--- src/rtl/ppm_pkg.sv ---
// Purpose: constants for the power-management capability register
// Assumes: 32-bit configuration dword reads, one dword per access
// Notes:   all fields are hardwired or strapped; nothing here resets
package ppm_pkg;
   // ****************************************
   // register address and field positions
   // ****************************************
   localparam logic [7:0] PPM_CAP_OFFSET      = 8'h40; // byte offset of the dword in config space
   localparam int         PPM_WAKE_LSB        = 27;    // wake source field 31..27
   localparam int         PPM_D2_BIT          = 26;
   localparam int         PPM_D1_BIT          = 25;
   localparam int         PPM_AUX_LSB         = 22;    // aux current field 24..22
   localparam int         PPM_DSI_BIT         = 21;
   localparam int         PPM_RSVD_BIT        = 20;
   localparam int         PPM_CLK_BIT         = 19;
   localparam int         PPM_VER_LSB         = 16;    // version field 18..16
   localparam int         PPM_NEXT_LSB        = 8;     // next pointer 15..8
   localparam int         PPM_ID_LSB          = 0;     // capability id 7..0
   // ****************************************
   // field values
   // ****************************************
   localparam logic [4:0] PPM_WAKE_WITH_AUX   = 5'h1f; // d0..d3cold
   localparam logic [4:0] PPM_WAKE_NO_AUX     = 5'h0f; // d0..d3hot
   localparam logic       PPM_D2_SUPPORT      = 1'h1;
   localparam logic       PPM_D1_SUPPORT      = 1'h1;
   localparam logic       PPM_DSI_VALUE       = 1'h0;
   localparam logic       PPM_RSVD_VALUE      = 1'h0;
   localparam logic       PPM_CLK_VALUE       = 1'h0;
   localparam logic [2:0] PPM_VER_10A         = 3'h2;  // revision 1.0a
   localparam logic [2:0] PPM_VER_10          = 3'h1;  // revision 1.0
   localparam logic [2:0] PPM_AUX_10_VALUE    = 3'h0;  // reserved in 1.0 layout
   localparam logic [7:0] PPM_NEXT_VALUE      = 8'h00;
   localparam logic [7:0] PPM_ID_VALUE        = 8'h01;
   localparam logic [31:0] PPM_ZERO           = 32'h0000_0000;
endpackage

--- src/rtl/ppm_field_pack.sv ---
// Purpose: packs the capability fields into one 32-bit dword
// Assumes: inputs are static straps
// Notes:   pure combinational
`timescale 1ns/100ps
module ppm_field_pack
(
   input  wire logic        aux_present,             // aux supply detected
   input  wire logic        autoload_en,             // 1.0a layout select
   input  wire logic [2:0]  aux_current_requirement, // strapped aux current
   output logic      [31:0] power_mgmt_capabilities  // assembled dword
);
   // ****************************************
   // field assembly
   // ****************************************
   always_comb
   begin
      power_mgmt_capabilities = ppm_pkg::PPM_ZERO;
      // wake source depends on aux supply
      if (aux_present)
      begin
         power_mgmt_capabilities[ppm_pkg::PPM_WAKE_LSB +: 5] = ppm_pkg::PPM_WAKE_WITH_AUX;
      end
      else
      begin
         power_mgmt_capabilities[ppm_pkg::PPM_WAKE_LSB +: 5] = ppm_pkg::PPM_WAKE_NO_AUX;
      end
      power_mgmt_capabilities[ppm_pkg::PPM_D2_BIT] = ppm_pkg::PPM_D2_SUPPORT;
      power_mgmt_capabilities[ppm_pkg::PPM_D1_BIT] = ppm_pkg::PPM_D1_SUPPORT;
      // layout select: aux field and version differ
      if (autoload_en)
      begin
         power_mgmt_capabilities[ppm_pkg::PPM_AUX_LSB +: 3] = aux_current_requirement;
         power_mgmt_capabilities[ppm_pkg::PPM_VER_LSB +: 3] = ppm_pkg::PPM_VER_10A;
      end
      else
      begin
         power_mgmt_capabilities[ppm_pkg::PPM_AUX_LSB +: 3] = ppm_pkg::PPM_AUX_10_VALUE;
         power_mgmt_capabilities[ppm_pkg::PPM_VER_LSB +: 3] = ppm_pkg::PPM_VER_10;
      end
      power_mgmt_capabilities[ppm_pkg::PPM_DSI_BIT]  = ppm_pkg::PPM_DSI_VALUE;
      power_mgmt_capabilities[ppm_pkg::PPM_RSVD_BIT] = ppm_pkg::PPM_RSVD_VALUE;
      power_mgmt_capabilities[ppm_pkg::PPM_CLK_BIT]  = ppm_pkg::PPM_CLK_VALUE;
      power_mgmt_capabilities[ppm_pkg::PPM_NEXT_LSB +: 8] = ppm_pkg::PPM_NEXT_VALUE;
      power_mgmt_capabilities[ppm_pkg::PPM_ID_LSB +: 8]   = ppm_pkg::PPM_ID_VALUE;
   end
endmodule

--- src/rtl/ppm_cap_regs.sv ---
// Purpose: power-management capability dword on the configuration read port
// Assumes: cfg_rd / cfg_wr are one-cycle strobes synchronous to core_clk
// Notes:   read data appears one cycle after the strobe; writes are dropped
`timescale 1ns/100ps
module ppm_cap_regs
(
   input  wire logic        core_clk,                // 10 mhz clock
   input  wire logic        srst,                    // sync reset, active high
   input  wire logic        cfg_rd,                  // config read strobe
   input  wire logic        cfg_wr,                  // config write strobe
   input  wire logic [7:0]  cfg_addr,                // dword-aligned byte offset
   input  wire logic [31:0] cfg_wdata,               // write data, unused
   input  wire logic        aux_present,             // aux supply present
   input  wire logic        autoload_en,             // auto-load enabled
   input  wire logic [2:0]  aux_current_requirement, // strapped aux current
   output logic      [31:0] cfg_rdata,               // read data
   output logic             cfg_rvalid,              // read data valid pulse
   output logic             cfg_hit                  // address hits register
);
   // ****************************************
   // field assembly
   // ****************************************
   // the dword is rebuilt every cycle from the straps; nothing here is
   // stored, so hard and soft resets cannot disturb the reported value
   logic [31:0] cap_word; // live capability value

   ppm_field_pack u_pack
   (
      .aux_present             (aux_present),
      .autoload_en             (autoload_en),
      .aux_current_requirement (aux_current_requirement),
      .power_mgmt_capabilities (cap_word)
   );

   // ****************************************
   // address decode
   // ****************************************
   // only one dword lives in this window; any other offset is a miss
   // a plain compare, so cfg_hit is valid in the strobe cycle itself
   assign cfg_hit = (cfg_addr == ppm_pkg::PPM_CAP_OFFSET);

   // ****************************************
   // read data select
   // ****************************************
   logic [31:0] next_rdata; // value loaded by the next read strobe

   // hit returns the live dword, a miss returns zero
   // the select is pure logic; only the two registers below hold state
   always_comb
   begin
      if (cfg_hit)
      begin
         // straps are taken at the strobe edge, so a strap that moves
         // between reads shows up on the next read only
         next_rdata = cap_word;
      end
      else
      begin
         // unmapped offsets read as zero rather than floating
         next_rdata = ppm_pkg::PPM_ZERO;
      end
   end

   // ****************************************
   // read valid pulse
   // ****************************************
   // one pulse per strobe, exactly one cycle after it; back-to-back
   // strobes give back-to-back pulses with no gap
   always_ff @(posedge core_clk)
   begin
      if (srst)
      begin
         cfg_rvalid <= 1'b0; // nothing pending after reset
      end
      else
      begin
         cfg_rvalid <= cfg_rd; // answer follows the strobe by one edge
      end
   end

   // ****************************************
   // read data register; writes never touch it
   // ****************************************
   // only a read strobe or srst loads this register, and cfg_wr and cfg_wdata
   // feed nothing at all, so a write can never reach the host
   always_ff @(posedge core_clk)
   begin
      if (srst)
      begin
         cfg_rdata <= ppm_pkg::PPM_ZERO; // cleared; the straps themselves never reset
      end
      else if (cfg_rd)
      begin
         cfg_rdata <= next_rdata; // held until the next read
      end
   end
endmodule

--- config.mk ---
export PLATFORM = sky130hd
export DESIGN_NAME = ppm_cap_regs
export DESIGN_NICKNAME = d
export VERILOG_FILES = /design/src/rtl/ppm_pkg.sv /design/src/rtl/ppm_field_pack.sv /design/src/rtl/ppm_cap_regs.sv
export SDC_FILE = /design/constraint.sdc
export NUM_CORES = 1
export LEC_CHECK = 0
export BUFFER_PORTS_ARGS = -buffer_cell sky130_fd_sc_hd__clkbuf_2
export CAP_MARGIN = 20
export CORE_MARGIN = 4
export CORE_UTILIZATION = 29
export DETAILED_ROUTE_END_ITERATION = 8
export PLACE_DENSITY = 0.79
export SYNTH_ARGS = -nofsm -noshare
export SYNTH_HDL_FRONTEND = slang
export SYNTH_SLANG_ARGS = --single-unit
export TNS_END_PERCENT = 10
--- constraint.sdc ---
create_clock -name core_clk -period 1.3 [get_ports core_clk]
set_input_delay 0.26 -clock core_clk [delete_from_list [all_inputs] [get_ports core_clk]]
set_output_delay 0.26 -clock core_clk [all_outputs]
set_load 0.05 [all_outputs]
; Word level (Yosys, flattened, before mapping)
; Cells that the tools add are included.
[word_totals]
reg_bits = 33
input_bits = 49
output_inout_bits = 34
wordCells = 7
[classes]
eq_ne = 1
mux = 4
[op_table]
columns = op, n
row1 = 32-bit 2-to-1 mux, 1
row2 = 8-bit by 7-bit equality test with 1-bit output (second input constant), 1
row3 = 5-bit 2-to-1 mux, 1
row4 = 3-bit 2-to-1 mux, 1
row5 = 2-bit 2-to-1 mux, 1

; Longest topological paths before layout
; Gate-level depths: netlist of run 1.
[logic_depth]
word_depth = 2
depth_mapped = 4
depth_no_buf = 3

; Hierarchy
; A second synthesis of run 1 with hierarchy kept.
[hier_totals]
hier_cells = 189
area_unflattened_um2 = 1963.1
[modules_own_cells]
columns = module, n_inst, cells_each, area_per_inst_um2, seq_area_each_um2
row1 = ppm_cap_regs, 1, 155, 1722.9, 660.6
row2 = ppm_field_pack, 1, 34, 240.2, 0.0

; Worst setup path before layout of run 1
; No wires, ideal clock.
[synth_timing]
path_type = input -> output
startpoint = input cfg_addr[3]
endpoint = output cfg_hit
arrival_ns = 1.038
slack_ns = 0.002
stages = 3
path_buffers = 0
cell_sequence = nor4_4 nand2_2 inv_1
[synth_between]
elab_chain_cells = 1
[synth_lines]
columns = item, line_no
row1 = from (decl), ppm_cap_regs.sv:11  ; input wire logic [7:0] cfg_addr,
row2 = 8-bit by 7-bit equality test with 1-bit output, ppm_cap_regs.sv:40  ; assign cfg_hit = (cfg_addr == ppm_pkg::PPM_CAP_OFFSET);
row3 = to (decl), ppm_cap_regs.sv:18  ; output logic cfg_hit
; No other way between the ends.

==> Flow_metrics.wiki, run 1 <==
{| class="wikitable"
! Metric !! Value
|-
| Global-route wire length before repair || ~1600 µm
|-
| Worst Setup Path Type || flop to output pin
|-
| Antenna violations before repair || 0
|-
| Worst-case setup margin in the final layout || ~0.044 ns
|-
| Horizontal die dimension || roughly 52 µm
|-
| Compound-Gate Fraction of Synth Area || 0.0828
|-
| Area fraction of the dominant cell type after synthesis || 0.336
|-
| Worst-case clock skew || 0 ns
|-
| Critical-path cell list || buf_2
|-
| Sort of element at the end of the critical path || output pin
|-
| Maximum fanout encountered on the critical timing path || 8
|-
| Clock buffer count from CTS || 3
|-
| Slew Limit Fails || 0
|-
| Worst setup slack before clock tree synthesis || -0.0432 ns
|-
| DRT antenna net count || 0
|-
| Worst EP required || around 1.0 ns
|-
| Type of origin of the critical path || flop
|-
| Overall power after layout || 632 µW
|-
| Top cell family by delay on the critical path || flip-flops
|-
| Cell count after synthesis || 63
|-
| Footprint of the flip-flops and latches || 160 µm²
|-
| Count of input and output buffers || 30
|-
| Maximum vdd drop || between 0.0003 and 0.0004 V
|-
| Top-Level Pins || between 80 and 90
|-
| Full die area || approximately 2700 µm²
|-
| Vias || approximately 460
|-
| Die Span Y || 51.9 µm
|-
| Detailed router's first-iteration violation count || 4
|-
| Via/cell ratio || 4.00
|-
| Adder-cell share of the synthesized area || 0
|-
| Static leakage || around 0.34 nW
|-
| Total count of hold-check failures in the final report || 0
|-
| Count of state elements after synthesis || 8
|-
| Setup-failing EPs final || 0
|-
| Effective utilization at floorplan || 0.314
|-
| Post-synthesis share of cell area spent on and, or, nand and nor gates || 0.262
|-
| # Max-Cap Violations || 0
|-
| Grt total ovfl || 0
|-
| Logic depth of the worst setup path including buffers || 1
|-
| Sum of negative setup slack || 0 ns
|-
| Depth of the worst register-to-register path || 2
|-
| Average routed wire per standard cell || around 10 µm
|-
| Placement row count || 15
|-
| Setup slack of the worst register-to-register path || between 0.3 and 0.4 ns
|-
| Max incr delay on CP || around 0.43 ns
|-
| Worst path arrival time || 1.00 ns
|-
| Hold Path Stages || 3
|-
| Post-CTS setup buffer count || 0
|-
| Run status || finished clean
|-
| Mux share of post-synthesis cell area || 0
|-
| DRC violation count after routing || 0
|-
| Clock latency reported for the late side of the worst-skew pair || between 0.2 and 0.3 ns
|-
| Mapped Avg Cell Area || approximately 8.9 µm²
|-
| Layout cell share with drive strength beyond 1 || 0.462
|-
| Achievable clock frequency || approximately 800 MHz
|-
| Placed wire-length estimate || 1000 µm
|-
| Filler cells || roughly 200
|-
| Deepest level of the CTS H-tree || 1
|-
| Crit path buf inv count || 1
|-
| RSZ-0062 raised after global routing || yes
|-
| Nets@finish || approximately 140
|-
| Final RePlAce weighted congestion || ~0.66
|-
| Number of global-route vias before repair || 395
|-
| Hold Slack || roughly 0.26 ns
|-
| CTS tree || done
|-
| Period Utilization, post-route || 0.966
|-
| Period minus WS final || roughly 1.3 ns
|-
| Dominant combinational cell family by area after synthesis || buffers and inverters
|-
| # diodes || 0
|-
| Worst-path clk slew || about 0.060 ns
|-
| Area used by multi-input combinational logic || about 260 µm²
|-
| Share of synthesized area occupied by flip-flops and latches || 0.286
|-
| Kind of path behind the tightest hold check || primary input to flop
|-
| Clock sink total || 8
|-
| Utilization of the core after routing || 0.382
|-
| Mapped cell area || ~560 µm²
|-
| Total core area || 1780 µm²
|-
| Buffers from clock root to sink, at most || 2
|-
| Total Routed Length || between 1000 and 1500 µm
|-
| Cell types occupying the most area after synthesis || sky130_fd_sc_hd__buf_4 34%, sky130_fd_sc_hd__dfxtp_1 29%, sky130_fd_sc_hd__nand4b_1 6.3%
|-
| Layout area overhead || 21.9%
|-
| Library cell contributing the largest single delay on the critical path || sky130_fd_sc_hd__dfxtp_1
|-
| Pin count of the biggest net entering global routing || 14
|-
| Xor-xnor portion of the synthesized cell area || 0
|-
| Synth area leader || sky130_fd_sc_hd__buf_4
|-
| First-pass iteration count of the detailed router || 4
|-
| Power per cell area || 926 nW/µm²
|-
| Clock tree root driver cell || sky130_fd_sc_hd__clkbuf_4
|-
| Number of distinct standard cells referenced by the synthesized netlist || 20
|-
| Global router's overall resource usage || 0.0861
|-
| Warnings, synthesis || 0
|}
-- through the flow --
stage	cells	instance area, µm²
final	116	682
after global routing	116	682
after floorplan	81	627
after detailed placement	113	643
after CTS	116	678
after global placement	113	643
-- cell usage after synthesis --
cell type                  number
sky130_fd_sc_hd__buf_4         25
sky130_fd_sc_hd__dfxtp_1        8
sky130_fd_sc_hd__nand4b_1       4
sky130_fd_sc_hd__a21oi_1        3
sky130_fd_sc_hd__nand2_1        3
sky130_fd_sc_hd__nand2b_1       3
sky130_fd_sc_hd__clkbuf_1       2
sky130_fd_sc_hd__inv_1          2
sky130_fd_sc_hd__o21ai_0        2
sky130_fd_sc_hd__conb_1         1
sky130_fd_sc_hd__nand2_2        1
sky130_fd_sc_hd__nand3_1        1
sky130_fd_sc_hd__nand4_1        1
sky130_fd_sc_hd__nor2_1         1
sky130_fd_sc_hd__nor2b_1        1
sky130_fd_sc_hd__nor4_4         1
sky130_fd_sc_hd__nor4b_4        1
sky130_fd_sc_hd__o31ai_2        1
sky130_fd_sc_hd__o32ai_1        1
sky130_fd_sc_hd__or3b_2         1
-- final cells by class --
| type | instances | share of cell area |
|---|---|---|
| repair buffers | 34 | 0.288 |
| multi-input cells | 44 | 0.387 |
| flip-flops and latches | 8 | 0.235 |
| inverters | 2 | 0.0110 |
| clock buffers | 3 | 0.0330 |
| well taps | 25 | 0.0459 |
-- final timing paths --
kind | start | end
hold / removal | aux_present | cfg_rdata[31]$_SDFFE_PP0P_
hold reg to reg | cfg_rdata[24]$_SDFFE_PP0P_ | cfg_rdata[24]$_SDFFE_PP0P_
setup reg to reg | cfg_rdata[17]$_SDFFE_PP0P_ | cfg_rdata[17]$_SDFFE_PP0P_
setup / recovery | cfg_rdata[30]$_SDFFE_PP0P_ | cfg_rdata[0]
-- cells in the final DEF (no fill, tap or decap), drive strengths merged --
| master | count |
|---|---|
| nand4 | 1 |
| nor4b | 1 |
| or3b | 1 |
| nor2b | 1 |
| o21ai | 2 |
| a21oi | 3 |
| nand3 | 1 |
| o31ai | 1 |
| nor4 | 1 |
| nand2 | 4 |
| dfxtp | 8 |
| nand4b | 4 |
| nand2b | 3 |
| nor2 | 1 |
| conb | 19 |
| inv | 2 |
| o32ai | 1 |
| buf | 8 |
| clkbuf | 29 |
-- flip-flops by register name, indices dropped and copies added (netlist names) --
| register | cells |
|---|---|
| cfg_rvalid | 1 |
| cfg_rdata | 7 |
-- metal layers --
metal,up-vias,wire (µm),GRT usage
met2,40,515,0.126
li1,223,-,-
met3,3,224,0.0430
met4,0,32,0.0786
met1,198,410,0.0889
met5,-,0,0
-- report_power, final --
group	switching, mW	total [mW]	internal (mW)	leakage, nW
clock network	0.0910	0.197	0.106	0.0138
registers	0.000521	0.248	0.247	0.0647
logic	0.156	0.187	0.0313	0.266
-- kinds of logic (layout without fill, tap and decap cells) --
family          count (synthesis)  after routing
buf+inv                        29             39
simple gates                   18             18
flops                           8              8
compound gates                  7              7
other cells                     1             19
-- repair_timing --
action                                  in CTS  in global routing
endpoints found under the setup margin       8                  4
hold buffers                                 0                  0
resized for setup                            5                  5
No activity file was read; power rests on OpenSTA's default activity.
==> run 2: changes to the inputs <==
==> constraint.sdc (replaced) <==
create_clock -name core_clk -period 1.2 [get_ports core_clk]
set_input_delay 0.24 -clock core_clk [delete_from_list [all_inputs] [get_ports core_clk]]
set_output_delay 0.24 -clock core_clk [all_outputs]
set_load 0.05 [all_outputs]
==> Flow_metrics.wiki, run 2 (synthesis results as in run 1) <==
{| class="wikitable"
! Metric !! Value
|-
| Run status || complete, but fails checks
|-
| Violations in the final reports || negative setup slack
|-
| Via/cell ratio || 3.99
|-
| Fraction of power spent switching nets || 0.386
|-
| Combinational group share of total power || 0.305
|-
| Number of global-route vias before repair || between 400 and 500
|-
| Library cell contributing the largest single delay on the critical path || sky130_fd_sc_hd__nor4_4
|-
| # diodes || 0
|-
| Crit. Startpoint || cfg_addr[3]
|-
| Die Span Y || slightly above 50 µm
|-
| Antenna violations before repair || 0
|-
| Placement row count || 15
|-
| Total core area || roughly 1800 µm²
|-
| # Max-Cap Violations || 0
|-
| Most frequent cells in the layout || 20 x sky130_fd_sc_hd__clkbuf_2, 19 x sky130_fd_sc_hd__conb_1, 9 x sky130_fd_sc_hd__clkbuf_4
|-
| Average routed wire per standard cell || about 10 µm
|-
| Clock latency reported for the late side of the worst-skew pair || 0.25 ns
|-
| Share of total power in sequential cells || 0.389
|-
| Horizontal die dimension || between 50 and 60 µm
|-
| Layout cell share with drive strength beyond 1 || 0.495
|-
| Count of input and output buffers || 30
|-
| Overall power after layout || ~690 µW
|-
| Total Routed Length || around 1200 µm
|-
| Deepest level of the CTS H-tree || 1
|-
| Final RePlAce weighted congestion || around 0.66
|-
| DRT antenna net count || 0
|-
| Number of flip-flops in the largest register || 7
|-
| Worst-case clock skew || 0 ns
|-
| RSZ-0062 raised after global routing || yes
|-
| Period minus WS final || between 1 and 1.5 ns
|-
| Total count of hold-check failures in the final report || 0
|-
| CTS hold repair buffers || 0
|-
| Maximum fanout encountered on the critical timing path || 2
|-
| Power per cell area || between 900 and 1000 nW/µm²
|-
| Hold Path Stages || 3
|-
| Worst path arrival time || 1.00 ns
|-
| Global-route wire length before repair || about 1800 µm
|-
| Effective utilization at floorplan || 0.314
|-
| Sw power || 266 µW
|-
| Clock buffer count from CTS || 3
|-
| DRC violation count after routing || 0
|-
| Depth of the worst register-to-register path || 2
|-
| Crit path buf inv count || 3
|-
| Worst-path clk slew || around 0.050 ns
|-
| Global router's overall resource usage || 0.0904
|-
| Max incr delay on CP || ~0.3 ns
|-
| Register containing the most flip-flops in the final layout || cfg_rdata
|-
| Type of origin of the critical path || primary input
|-
| CTS tree || done
|-
| Buffers from clock root to sink, at most || 2
|-
| Top-Level Pins || between 80 and 90
|-
| Largest registers || cfg_rdata: 7 flops, cfg_rvalid: 1 flops
|-
| Clk network pwr share || 0.306
|-
| Nets@finish || 144
|-
| Detailed router's first-iteration violation count || 1
|-
| Clock sink total || 8
|-
| Grt total ovfl || 0
|-
| Worst-case setup margin in the final layout || -0.0435 ns
|-
| Full die area || 2700 µm²
|-
| Vias || roughly 470
|-
| Clock tree root driver cell || sky130_fd_sc_hd__clkbuf_4
|-
| Internal power || approximately 420 µW
|-
| Static leakage || 0.351 nW
|-
| Filler cells || around 190
|-
| Logic depth of the worst setup path including buffers || 5
|-
| Footprint of the flip-flops and latches || roughly 160 µm²
|-
| Worst EP required || approximately 0.96 ns
|-
| Pin count of the biggest net entering global routing || 14
|-
| Maximum vdd drop || 0.000372 V
|-
| Worst Setup Path Type || primary input to output pin
|-
| Area used by multi-input combinational logic || about 260 µm²
|-
| Achievable clock frequency || between 800 and 900 MHz
|-
| Setup-failing EPs final || 1
|-
| Period Utilization, post-route || 1.04
|-
| Kind of path behind the tightest hold check || primary input to flop
|-
| Top cell family by delay on the critical path || simple AND/OR/NAND/NOR gates
|-
| Startpoint of the worst-slack reg-to-reg timing path || cfg_rdata[17]$_SDFFE_PP0P_
|-
| First-pass iteration count of the detailed router || 2
|-
| Startpoint of the lowest-slack hold path || aux_current_requirement[0]
|-
| Worst setup slack before clock tree synthesis || -0.160 ns
|-
| Most common cell after layout, fill and taps aside || sky130_fd_sc_hd__clkbuf_2
|-
| Critical-path cell list || clkbuf_2, nor4_4, nand2_2, clkinvlp_4, clkbuf_16
|-
| Sort of element at the end of the critical path || output pin
|-
| Layout area overhead || 31.5%
|-
| Slew Limit Fails || 0
|}
run 2: cell count changes in the layout (fill, tap and decap cells not counted):
cell                         before  now
sky130_fd_sc_hd__buf_2            3    0
sky130_fd_sc_hd__buf_4            4    7
sky130_fd_sc_hd__clkbuf_2        22   20
sky130_fd_sc_hd__clkbuf_4         7    9
sky130_fd_sc_hd__buf_6            1    2
sky130_fd_sc_hd__clkbuf_16        0    1
sky130_fd_sc_hd__clkinvlp_4       0    1
sky130_fd_sc_hd__dfxtp_1          8    7
sky130_fd_sc_hd__dfxtp_2          0    1
sky130_fd_sc_hd__inv_1            2    1
run 2: tightest hold or removal path, cell delays in order:
cell and delay (ns):
sky130_fd_sc_hd__clkbuf_2 0.08, sky130_fd_sc_hd__nand4b_1 0.06, sky130_fd_sc_hd__o21ai_0 0.06
run 2: area by class of cell:
class / count / area share
multi-input combinational: 44 / 0.359
tap: 25 / 0.0425
clock buffer: 3 / 0.0306
sequential: 8 / 0.219
inverter: 2 / 0.0153
timing repair buffer: 36 / 0.333
run 2: metrics by stage:
stage	cell area (µm²)	util	hold slack, ns	std cells	setup TNS (ns)
floorplan	631	-	0.399	81	-0.356
global placement	654	0.367	0.440	114	-0.125
detailed placement	654	0.367	0.461	114	-0.202
CTS	722	0.405	0.240	118	-0.209
global route	736	0.413	0.254	118	-0.0792
finish	736	0.413	0.238	118	-0.0435
run 2: timing repair:
action | 4_1_cts | 5_1_grt
setup endpoints to repair | 8 | 8
pin swaps | 1 | 1
hold endpoints to repair | 0 | 0
gates cloned | 0 | 0
setup buffers | 1 | 0
gates resized for setup | 10 | 7
run 2: power by group through the flow:
stage	combinational, mW	clock (mW)	sequential (mW)
2_1_floorplan	0.202	0	0.281
5_1_grt	0.220	0.221	0.268
3_3_place_gp	0.202	0	0.274
4_1_cts	0.205	0.217	0.268
6_report	0.210	0.211	0.268
3_5_place_dp	0.204	0	0.274
run 2: routing by layer:
metal,vias up,track usage,share of wire
met3,4,0.0372,0.16
met4,0,0.0655,0.020
met5,-,0,0
li1,227,-,-
met2,38,0.157,0.49
met1,202,0.0838,0.33
run 2: path summary, 6_finish.rpt:
check,slack [ns],to
max,-0.04,cfg_hit
min,0.24,cfg_rdata[22]$_SDFFE_PP0P_
max reg2reg,0.26,cfg_rdata[17]$_SDFFE_PP0P_
min reg2reg,0.46,cfg_rdata[24]$_SDFFE_PP0P_
==> run 3: changes to the inputs <==
--- a/config.mk
+++ b/config.mk
@@ -5,12 +5,14 @@
 export SDC_FILE = /design/constraint.sdc
 export NUM_CORES = 1
 export LEC_CHECK = 0
-export BUFFER_PORTS_ARGS = -buffer_cell sky130_fd_sc_hd__clkbuf_2
+export BUFFER_PORTS_ARGS = -buffer_cell sky130_fd_sc_hd__buf_2
 export CAP_MARGIN = 20
 export CORE_MARGIN = 4
 export CORE_UTILIZATION = 29
 export DETAILED_ROUTE_END_ITERATION = 8
+export HOLD_SLACK_MARGIN = 0.15
 export PLACE_DENSITY = 0.79
+export REMOVE_ABC_BUFFERS = 1
 export SYNTH_ARGS = -nofsm -noshare
 export SYNTH_HDL_FRONTEND = slang
 export SYNTH_SLANG_ARGS = --single-unit
==> Flow_metrics.wiki, run 3 (synthesis results as in run 1) <==
{| class="wikitable"
! Metric !! Value
|-
| DRC violation count after routing || 0
|-
| Crit path buf inv count || 3
|-
| Static leakage || around 0.35 nW
|-
| Hold Path Stages || 3
|-
| Clock tree root driver cell || sky130_fd_sc_hd__clkbuf_4
|-
| Layout area overhead || 26.6%
|-
| Clock latency reported for the late side of the worst-skew pair || around 0.24 ns
|-
| Period minus WS final || around 1.2 ns
|-
| Overall power after layout || about 680 µW
|-
| Slew Limit Fails || 0
|-
| DRT antenna net count || 0
|-
| Power per cell area || around 960 nW/µm²
|-
| Run status || finished clean
|-
| Critical-path cell list || buf_2, nor4_4, nand2_2, inv_2, buf_8
|-
| Sum of negative setup slack || 0 ns
|-
| Maximum vdd drop || roughly 0.00039 V
|-
| Setup slack of the worst register-to-register path || between 0.2 and 0.3 ns
|-
| Final RePlAce weighted congestion || roughly 0.65
|-
| Sort of element at the end of the critical path || output pin
|-
| Depth of the worst register-to-register path || 2
|-
| Via/cell ratio || 3.81
|-
| # diodes || 0
|-
| Die Span Y || between 50 and 60 µm
|-
| CTS hold repair buffers || 0
|-
| Worst Setup Path Type || primary input to output pin
|-
| Standard cell area after detailed placement || around 650 µm²
|-
| Worst EP required || between 0.9 and 1 ns
|-
| Top-Level Pins || 83
|-
| Number of standard cells in the final layout excluding fillers || ~120
|-
| Pin count of the biggest net entering global routing || 14
|-
| Buffers from clock root to sink, at most || 2
|-
| Placed wire-length estimate || approximately 980 µm
|-
| Top cell family by delay on the critical path || simple AND/OR/NAND/NOR gates
|-
| Worst-case clock skew || 0 ns
|-
| Worst path arrival time || 0.95 ns
|-
| Maximum fanout encountered on the critical timing path || 2
|-
| Deepest level of the CTS H-tree || 1
|-
| Total count of hold-check failures in the final report || 0
|-
| Grt total ovfl || 0
|-
| # Max-Cap Violations || 0
|-
| Nets@finish || approximately 140
|-
| Logic depth of the worst setup path including buffers || 5
|-
| Most common cell after layout, fill and taps aside || sky130_fd_sc_hd__buf_2
|-
| Total Routed Length || 1180 µm
|-
| Average routed wire per standard cell || roughly 10 µm
|-
| Effective utilization at floorplan || 0.314
|-
| Number of placed instances with taps included || roughly 110
|-
| Total core area || 1780 µm²
|-
| Kind of path behind the tightest hold check || primary input to flop
|-
| Global-route wire length before repair || 1580 µm
|-
| Period Utilization, post-route || 0.990
|-
| Full die area || between 2000 and 3000 µm²
|-
| Library cell contributing the largest single delay on the critical path || sky130_fd_sc_hd__nor4_4
|-
| Number of flip-flops in the largest register || 7
|-
| First-pass iteration count of the detailed router || 4
|-
| Achievable clock frequency || around 840 MHz
|-
| Count of input and output buffers || 30
|-
| Most frequent cells in the layout || 21 x sky130_fd_sc_hd__buf_2, 19 x sky130_fd_sc_hd__conb_1, 9 x sky130_fd_sc_hd__clkbuf_4
|-
| Post-route cell area || around 710 µm²
|-
| Worst-path clk slew || 0.06 ns
|-
| Type of origin of the critical path || primary input
|-
| Clock buffer count from CTS || 3
|-
| Post-CTS setup buffer count || 0
|-
| Hold Slack || between 0.2 and 0.3 ns
|-
| Global router's overall resource usage || 0.0831
|-
| Register containing the most flip-flops in the final layout || cfg_rdata
|-
| Number of global-route vias before repair || 338
|-
| Vias || ~450
|-
| Max incr delay on CP || approximately 0.29 ns
|-
| Layout cell share with drive strength beyond 1 || 0.489
|-
| Largest registers || cfg_rdata: 7 flops, cfg_rvalid: 1 flops
|-
| CTS tree || done
|-
| Placement row count || 15
|-
| Antenna violations before repair || 0
|-
| Setup-failing EPs final || 0
|-
| Detailed router's first-iteration violation count || 9
|-
| RSZ-0062 raised after global routing || yes
|-
| Clock sink total || 8
|-
| Horizontal die dimension || ~52 µm
|}
[run 3: worst min-delay path, delay by kind of cell]
kind / cells / cell delay [ns]
compound gates: 1 / 0.07
buf+inv: 1 / 0.10
simple gates: 1 / 0.07
[run 3: power breakdown]
part / total (mW) / internal [mW] / switching [mW]
Clock: 0.202 / 0.114 / 0.0882
Sequential: 0.268 / 0.268 / 0.000422
Combinational: 0.208 / 0.0383 / 0.170
[run 3: path summary, 6_finish.rpt]
check | start | end
worst max-delay path | cfg_addr[3] | cfg_hit
worst min-delay path | aux_current_requirement[0] | cfg_rdata[22]$_SDFFE_PP0P_
worst max register to register | cfg_rdata[17]$_SDFFE_PP0P_ | cfg_rdata[17]$_SDFFE_PP0P_
worst min register to register | cfg_rdata[22]$_SDFFE_PP0P_ | cfg_rdata[22]$_SDFFE_PP0P_
[run 3: per-stage QoR]
step / utilization / worst slack, ns
floorplan: - / -1.69
global placement: 0.365 / -0.0945
detailed placement: 0.365 / -0.0979
CTS: 0.388 / -0.0174
global route: 0.397 / -0.0535
finish: 0.397 / 0.0124
[run 3: area by class of cell]
| class | count | area, µm² |
|---|---|---|
| sequential | 8 | 161 |
| fill | 183 | 1070 |
| tap | 25 | 31.3 |
| inverter | 2 | 7.51 |
| multi-input combinational | 44 | 264 |
| timing repair buffer | 35 | 221 |
| clock buffer | 3 | 22.5 |
[run 3: layer usage]
layer	share of wire	track usage	vias to the layer above
met2	0.48	0.123	30
met5	0	0	-
met1	0.37	0.0939	191
met3	0.15	0.0487	0
met4	0	0.0393	0
li1	-	-	225
[run 3: repair_timing]
item                       4_1_cts  5_1_grt
pin swaps                        1        0
hold endpoints to repair         0        0
resized for setup                6        7
setup endpoints to repair        8        8
